==> src/hw/acs_clock_rate_regs.vh <==
// register offsets, field positions, reset values and codes of the adc/spdif tx clock select
`ifndef ACS_CLOCK_RATE_REGS_VH
`define ACS_CLOCK_RATE_REGS_VH
`define ACS_IDX_CLOCK_SOURCE_SELECT 8'h08
`define ACS_IDX_ADC_CONTROL_ONE 8'h1d
`define ACS_IDX_CLOCK_STATUS 8'h1e
`define ACS_REG_WIDTH 9
`define ACS_RST_CLOCK_SOURCE_SELECT 9'h010
`define ACS_RST_ADC_CONTROL_ONE 9'h040
`define ACS_ADC_SEL_HI 3
`define ACS_ADC_SEL_LO 2
`define ACS_TX_SEL_HI 5
`define ACS_TX_SEL_LO 4
`define ACS_MANUAL_BIT 6
`define ACS_RATIO_HI 7
`define ACS_RATIO_LO 5
`define ACS_CLK_ADC_PIN 2'h0
`define ACS_CLK_PLL_A 2'h1
`define ACS_CLK_PLL_B 2'h2
`define ACS_CLK_MAIN_PIN 2'h3
`define ACS_RATIO_RESET 3'h2
`define ACS_RATIO_UNDEF 3'h7
`define ACS_TXSRC_SPDIF_RX 2'h0
`define ACS_TXSRC_PRIMARY_RX 2'h1
`define ACS_TXSRC_SECONDARY_RX 2'h2
`define ACS_TXSRC_ADC 2'h3
`define ACS_ADCRATE_PRIMARY_TX 2'h0
`define ACS_ADCRATE_SECONDARY 2'h1
`define ACS_ADCRATE_RATIO 2'h2
`define ACS_ADCRATE_NONE 2'h3
`define ACS_TXRATE_RECOVERED 3'h0
`define ACS_TXRATE_PRIMARY_RX 3'h1
`define ACS_TXRATE_SECONDARY_RX 3'h2
`define ACS_TXRATE_PRIMARY_TX 3'h3
`define ACS_TXRATE_RATIO 3'h4
`define ACS_HTRANS_NONSEQ 2'h2
`define ACS_HTRANS_SEQ 2'h3
`endif

==> src/hw/acs_clock_rate_select.v <==
// adc and spdif transmitter clock-source and sample-rate selection with an ahb-lite slave
// Notes on behaviour
// - adc clock select bits 3:2: adc pin, pll a, pll b, main pin; reset 00.
// - with spdif receiver enabled and manual override off, adc clock never uses a pll output.
// - adc rate code comes from routing only; the ratio field drives the separate ratio and divider outputs.
// - primary transmit port carrying adc: rate from primary transmit frame clock.
// - secondary port carrying adc, primary elsewhere: rate from secondary frame clock.
// - spdif transmitter only adc consumer: rate from ratio field bits 7:5.
// - ratio codes 128..1152fs, reset 010, used as rate in spdif-only case and for tx carrying adc without primary.
// - spdif tx clock select bits 5:4, same codes, reset 01.
// - receiver uses pll a; while active and not overridden no pll offered to user paths.
// - tx carrying receiver data forces pll a as tx clock.
// - tx routed from receiver: rate from recovered frame clock.
// - tx routed from primary receive port: rate from primary receive frame clock.
// - tx routed from secondary receive port: rate from secondary receive frame clock.
// - tx carrying adc: primary transmit clock if primary carries adc, else ratio.
// - manual override bit 6, reset 0, disables all automatic clock forcing.
//
// The implementer's own choice: the AHB-Lite register port.
`timescale 1ns/1ps
`include "acs_clock_rate_regs.vh"
module acs_clock_rate_select
(
	input wire hclk, // bus and logic clock
	input wire hresetn, // asynchronous reset, active low
	input wire hclken, // clock enable, freezes all state when low
	input wire hsel, // slave select
	input wire [31:0] haddr, // byte address
	input wire [1:0] htrans, // transfer type
	input wire hwrite, // write when high
	input wire [2:0] hsize, // transfer size
	input wire [31:0] hwdata, // write data
	input wire hready, // bus ready
	output reg [31:0] hrdata, // read data
	output reg hreadyout, // slave ready
	output reg hresp, // response, always okay
	input wire spdif_rx_enabled, // spdif receiver powered and active
	input wire primary_tx_carries_adc, // primary transmit port sources the adc
	input wire secondary_tx_carries_adc, // secondary transmit port sources the adc
	input wire spdif_tx_carries_adc_only, // spdif tx is the only adc consumer
	input wire [1:0] spdif_tx_source, // spdif tx data source code
	output reg [1:0] adc_clock_source_select, // effective adc clock mux code
	output reg [1:0] spdif_transmit_clock_select, // effective tx clock mux code
	output reg [1:0] adc_rate_source, // adc rate generator reference
	output reg [2:0] adc_oversampling_ratio, // effective ratio code for the adc divider
	output reg [10:0] adc_divide_ratio, // adc clock cycles per sample
	output reg [2:0] spdif_tx_rate_source // tx rate generator reference
);

	reg [8:0] clock_source_select;
	reg [8:0] adc_control_one;
	reg wr_pending;
	reg [7:0] wr_index;
	reg [1:0] next_adc_clk;
	reg [1:0] next_tx_clk;
	reg [1:0] next_adc_rate;
	reg [2:0] next_ratio;
	reg [2:0] next_tx_rate;
	reg [31:0] next_rdata;
	wire [1:0] adc_field;
	wire [1:0] tx_field;
	wire manual;
	wire [2:0] ratio_field;
	wire addr_phase;
	wire [7:0] addr_index;
	wire aligned;
	wire auto_restrict;
	wire [11:0] status_word;

	// a pll code is swapped for the adc pin so the path keeps running off a pin clock
	function [1:0] acs_drop_pll;
		input [1:0] code;
		begin
			if (code == `ACS_CLK_PLL_A || code == `ACS_CLK_PLL_B)
				acs_drop_pll = `ACS_CLK_ADC_PIN;
			else
				acs_drop_pll = code;
		end
	endfunction

	// code 111 has no ratio, so the divider falls back to the reset ratio
	function [2:0] acs_clean_ratio;
		input [2:0] code;
		begin
			if (code == `ACS_RATIO_UNDEF)
				acs_clean_ratio = `ACS_RATIO_RESET;
			else
				acs_clean_ratio = code;
		end
	endfunction

	function [10:0] acs_ratio_cycles;
		input [2:0] code;
		begin
			case (code)
				3'h0: acs_ratio_cycles = 11'h080;
				3'h1: acs_ratio_cycles = 11'h0c0;
				3'h2: acs_ratio_cycles = 11'h100;
				3'h3: acs_ratio_cycles = 11'h180;
				3'h4: acs_ratio_cycles = 11'h200;
				3'h5: acs_ratio_cycles = 11'h300;
				3'h6: acs_ratio_cycles = 11'h480;
				default: acs_ratio_cycles = 11'h100;
			endcase
		end
	endfunction

	// shared by the read mux and the delayed write strobe
	function acs_hits;
		input [7:0] index;
		input [7:0] target;
		begin
			acs_hits = (index == target);
		end
	endfunction

	assign adc_field = clock_source_select[`ACS_ADC_SEL_HI:`ACS_ADC_SEL_LO];
	assign tx_field = clock_source_select[`ACS_TX_SEL_HI:`ACS_TX_SEL_LO];
	assign manual = clock_source_select[`ACS_MANUAL_BIT];
	assign ratio_field = adc_control_one[`ACS_RATIO_HI:`ACS_RATIO_LO];
	assign addr_phase = hsel & hready & (htrans == `ACS_HTRANS_NONSEQ || htrans == `ACS_HTRANS_SEQ);
	assign addr_index = haddr[9:2];
	assign aligned = (haddr[31:10] == 22'h000000) & (haddr[1:0] == 2'h0);
	// pll outputs belong to the receiver while it runs, unless software has taken over
	assign auto_restrict = ~manual & spdif_rx_enabled;
	assign status_word = {spdif_tx_rate_source, adc_oversampling_ratio, adc_rate_source,
		spdif_transmit_clock_select, adc_clock_source_select};

	// adc clock path
	always @*
	begin
		if (auto_restrict)
		begin
			next_adc_clk = acs_drop_pll(adc_field);
		end
		else
		begin
			// manual override leaves the path on its programmed field
			next_adc_clk = adc_field;
		end
	end

	// transmitter clock path
	always @*
	begin
		if (manual)
		begin
			next_tx_clk = tx_field;
		end
		else if (spdif_tx_source == `ACS_TXSRC_SPDIF_RX)
		begin
			next_tx_clk = `ACS_CLK_PLL_A;
		end
		else if (spdif_rx_enabled)
		begin
			next_tx_clk = acs_drop_pll(tx_field);
		end
		else
		begin
			next_tx_clk = tx_field;
		end
	end

	// adc rate reference; primary port wins when several consumers take adc data
	always @*
	begin
		next_ratio = acs_clean_ratio(ratio_field);
		if (primary_tx_carries_adc)
		begin
			next_adc_rate = `ACS_ADCRATE_PRIMARY_TX;
		end
		else if (secondary_tx_carries_adc)
		begin
			next_adc_rate = `ACS_ADCRATE_SECONDARY;
		end
		else if (spdif_tx_carries_adc_only)
		begin
			next_adc_rate = `ACS_ADCRATE_RATIO;
		end
		else
		begin
			next_adc_rate = `ACS_ADCRATE_NONE;
		end
	end

	// transmitter rate reference
	always @*
	begin
		case (spdif_tx_source)
			`ACS_TXSRC_SPDIF_RX:
			begin
				next_tx_rate = `ACS_TXRATE_RECOVERED;
			end
			`ACS_TXSRC_PRIMARY_RX:
			begin
				next_tx_rate = `ACS_TXRATE_PRIMARY_RX;
			end
			`ACS_TXSRC_SECONDARY_RX:
			begin
				next_tx_rate = `ACS_TXRATE_SECONDARY_RX;
			end
			default:
			begin
				if (primary_tx_carries_adc)
					next_tx_rate = `ACS_TXRATE_PRIMARY_TX;
				else
					next_tx_rate = `ACS_TXRATE_RATIO;
			end
		endcase
	end

	// read mux; unmapped or misaligned offsets read as zero
	always @*
	begin
		next_rdata = 32'h00000000;
		if (aligned)
		begin
			if (acs_hits(addr_index, `ACS_IDX_CLOCK_SOURCE_SELECT))
			begin
				next_rdata = {23'h000000, clock_source_select};
			end
			else if (acs_hits(addr_index, `ACS_IDX_ADC_CONTROL_ONE))
			begin
				next_rdata = {23'h000000, adc_control_one};
			end
			else if (acs_hits(addr_index, `ACS_IDX_CLOCK_STATUS))
			begin
				next_rdata = {20'h00000, status_word};
			end
		end
	end

	// bus slave: zero wait states, response always okay
	always @(posedge hclk or negedge hresetn)
	begin
		if (!hresetn)
		begin
			hrdata <= 32'h00000000;
			hreadyout <= 1'b1;
			hresp <= 1'b0;
			wr_pending <= 1'b0;
			wr_index <= 8'h00;
		end
		else if (hclken)
		begin
			hreadyout <= 1'b1;
			hresp <= 1'b0;
			// write data arrives a cycle after the address, so the index is held over
			wr_pending <= addr_phase & hwrite & aligned;
			wr_index <= addr_index;
			if (addr_phase & ~hwrite)
			begin
				hrdata <= next_rdata;
			end
		end
	end

	// control registers; the status word is read-only and ignores writes
	always @(posedge hclk or negedge hresetn)
	begin
		if (!hresetn)
		begin
			clock_source_select <= `ACS_RST_CLOCK_SOURCE_SELECT;
			adc_control_one <= `ACS_RST_ADC_CONTROL_ONE;
		end
		else if (hclken & wr_pending)
		begin
			if (acs_hits(wr_index, `ACS_IDX_CLOCK_SOURCE_SELECT))
			begin
				clock_source_select <= hwdata[8:0];
			end
			if (acs_hits(wr_index, `ACS_IDX_ADC_CONTROL_ONE))
			begin
				adc_control_one <= hwdata[8:0];
			end
		end
	end

	// all clock sources are taken as synchronous to hclk, so no crossing logic sits here
	// selections are registered so every top-level output leaves a flop
	always @(posedge hclk or negedge hresetn)
	begin
		if (!hresetn)
		begin
			adc_clock_source_select <= `ACS_CLK_ADC_PIN;
			spdif_transmit_clock_select <= `ACS_CLK_PLL_A;
			adc_rate_source <= `ACS_ADCRATE_NONE;
			adc_oversampling_ratio <= `ACS_RATIO_RESET;
			adc_divide_ratio <= 11'h100;
			spdif_tx_rate_source <= `ACS_TXRATE_RECOVERED;
		end
		else if (hclken)
		begin
			adc_clock_source_select <= next_adc_clk;
			spdif_transmit_clock_select <= next_tx_clk;
			adc_rate_source <= next_adc_rate;
			adc_oversampling_ratio <= next_ratio;
			adc_divide_ratio <= acs_ratio_cycles(next_ratio);
			spdif_tx_rate_source <= next_tx_rate;
		end
	end
endmodule

==> config.mk <==
export PLATFORM = sky130hd
export DESIGN_NAME = acs_clock_rate_select
export DESIGN_NICKNAME = d
export VERILOG_FILES = /design/src/hw/acs_clock_rate_select.v
export VERILOG_INCLUDE_DIRS = /design/src /design/src/hw
export SDC_FILE = /design/constraint.sdc
export NUM_CORES = 1
export LEC_CHECK = 0
export CORE_MARGIN = 2
export CORE_UTILIZATION = 30
export CTS_CLUSTER_SIZE = 10
export DETAILED_ROUTE_END_ITERATION = 8
export DONT_BUFFER_PORTS = 1
export PLACE_DENSITY_LB_ADDON = 0.08
export SLEW_MARGIN = 10
export SYNTH_ARGS = -nofsm -noshare
export SYNTH_HDL_FRONTEND = slang
export SYNTH_SLANG_ARGS = --single-unit
==> constraint.sdc <==
create_clock -name hclk -period 2.4 [get_ports hclk]
set_input_delay 0.36 -clock hclk [delete_from_list [all_inputs] [get_ports hclk]]
set_output_delay 0.36 -clock hclk [all_outputs]
set_load 0.01 [all_outputs]
==> reports/metrics.yaml <==
status: "completed"
skew_ns: 0.0150
drv_slew: 0
slowest_stage: "or4_1"
startpoint_type: "flop"
insertion_delay_ns: 0.31
power_density_nw_per_um2: 555
detail-route-antenna-nets: 0
cts_tree: "done"
fin_util_pct: 32.4
post-synth-top-count-cell: "dfrtp_1"
dr_total_vias: 1785
grt_overflow_total: 0
syn_to_final_growth_pct: 5.59
htree_levels: 2
die_area_um2: 10200
drive_above_1_share_pct: 23.2
switchingPower_uw: 404
ys.flop_type: "dfrtp_1"
pwr-share-clk_pct: 32.5
ir_worst_vdd_mv: 0.226
crit_buf_inv: 1
ys_seq_area_share_pct: 50.0
track_usage_pct: 13.6
ys_ff_latch: 56
clk_path_buf_depth: 2
dp_hpwl_um: 4800
postSynthAreaPerCell_um2: 11.0
synthTopCellsByArea: "dfrtp_1 43%, mux2_2 9.2%, buf_4 7.4%, dfstp_2 6.5%, mux2_4 4.8%"
combPwrFrac_pct: 7.1
required_ns: 2.60
drc: 0
hold_class: "in -> reg"
tns_ns: 0
drt_iter0_drc: 52
cp_max_fo: 9
timing.final.crit_share_pct: 80.7
die_h_um: 101
total_leakage_power_nw: 1.30
n_antenna_cell: 0
clkTransAtPathRegs_ns: 0.11
ios: 138
place_congestion: 0.747
routed_wl_um: 6730
cap_viol_max_count: 0
io_buffers: 0
fmax_mhz: 517
synth_common_cells: "49 x dfrtp_1, 28 x buf_4, 23 x mux2_2, 18 x o21ai_0, 16 x nand2_1"
routedWlPerCell_um: 18.2
antenna_found_initial: 0
grt_pass1_wl_um: 10400
power.internal_mw: 1.25
cpPeakStageDelay_ns: 0.41
vias_per_cell: 4.82
die_x_um: 101
swShare_pct: 24.4
fin_crit_ns: 1.94
cp_cell_sequence: "nor4b_2, nand4b_1, or4_1, buf_4, mux2_4"
grt_pass1_vias: 1819
finalSetupViolCount: 0
async_flop_share_pct: 100
synthDistinctLibCells: 42
synth_top_area_cell: "dfrtp_1"
path_delay_family: "simple AND/OR/NAND/NOR gates"
rsz0062_at_grt: "no"
cts_sinks: 56
post_cts_resized: 0
grt_max_degree: 57
crit_arrival_ns: 2.14
root_buffer: "clkbuf_8"
worstSetupEndpointType: "flop"
cts_buffers: 5
firstDrtPassIters: 4
core_area_um2: 9200
fin_nets: 339
synth_edf_count: 0
p_seq_share_pct: 60.3
crit_type: "reg -> reg"
hold_viol_final: 0
synth_area_um2: 2820
start_util_pct: 30.7
synth_top_area_share_pct: 43.4
yosysWarnings: 0
syn_inst: 256
fp-row-count: 35
## cell usage in the layout (no fill, tap or decap), types with 2 or more instances in the layout
cell type and n:
inv_1 15, nor2_1 6, nand2_1 16, nand3b_1 2
nand3_1 6, o21ai_0 18, o31ai_1 9, and3_1 2
o41ai_1 2, dfstp_2 7, dfrtp_1 49, or4_1 3
mux2_2 23, nor4_1 5, clkbuf_8 6, o21a_1 9
a21oi_1 3, mux2_4 9, a22oi_1 9, o211ai_1 3
buf_4 8, nor2b_1 2, clkinv_2 2, conb_1 28
## final timing paths
path	start	endpoint	slack, ns	cells past startpoint
min in group asynchronous	hresetn	adc_control_one[3]$_DFFE_PN0P_	0.60	2
min reg2reg	clock_source_select[7]$_DFFE_PN0P_	clock_source_select[7]$_DFFE_PN0P_	0.51	1
max in group asynchronous	hresetn	adc_control_one[6]$_DFFE_PN1P_	1.48	2
max reg2reg	wr_index[5]$_DFFE_PN0P_	clock_source_select[1]$_DFFE_PN0P_	0.46	5
max	wr_index[5]$_DFFE_PN0P_	clock_source_select[1]$_DFFE_PN0P_	0.46	5
min	hclken	spdif_transmit_clock_select[0]$_DFFE_PN1P_	0.11	1
## layer usage
layer	vias to the layer above	routed length [um]	track usage, %	share of wire, %
li1	857	-	-	-
met1	858	3140	18.5	47
met2	64	2990	20.7	44
met3	6	553	5.06	8.2
met4	0	50	2.81	0.74
met5	-	0	0	0
## worst reg2reg max path, cell delays in order, from the launching register on
cell,delay (ns)
dfrtp_1,0.40
nor4b_2,0.30
nand4b_1,0.17
or4_1,0.41
buf_4,0.22
mux2_4,0.32
## final cells by class
class	instances	area [um2]
Clock buffer	6	82.6
Clock inverter	2	10.0
Fill cell	948	6220
Inverter	15	56.3
Multi-Input combinational cell	170	1180
Sequential cell	56	1410
Tap cell	111	139
Timing Repair Buffer	10	97.6
## metrics by stage
stage	worst slack [ns]	power (mW)	std cells	area, um2	hold WS, ns
2_1_floorplan	0.652	1.13	282	2920	0.0644
3_3_place_gp	0.476	1.11	360	2850	0.0669
3_5_place_dp	0.475	1.11	360	2850	0.0669
4_1_cts	0.454	1.69	370	2980	0.0957
5_1_grt	0.376	1.75	370	2980	0.0803
6_report	0.464	1.65	370	2980	0.109
## sequential cells by signal, indices dropped and copies added, names as in the netlist
register                     flops
adc_divide_ratio                 5
spdif_tx_rate_source             3
wr_index                         8
spdif_transmit_clock_select      2
adc_oversampling_ratio           3
wr_pending                       1
adc_control_one                  9
adc_clock_source_select          2
hrdata                          12
clock_source_select              9
adc_rate_source                  2
## cells by family after synthesis
group	synth area share [%]
other	0.266
buffers and inverters	11.5
AO/OA/AOI/OAI	14.0
flip-flops	50.0
AND/OR/NAND/NOR	9.97
multiplexers	14.3
## repair_timing
item / 4_1_cts / 5_1_grt
buffers inserted: 0 / 0
hold buffers: 2 / 0
hold endpoints to repair: 56 / 0
## power by group through the flow
stage | clock network, mW | registers, mW | logic, mW
after CTS | 0.567 | 0.999 | 0.121
after detailed placement | 0 | 1.02 | 0.0927
after global placement | 0 | 1.02 | 0.0917
final | 0.538 | 0.997 | 0.118
after floorplan | 0 | 1.01 | 0.117
after global routing | 0.609 | 1.00 | 0.136
(Power assumes the default switching activity.)
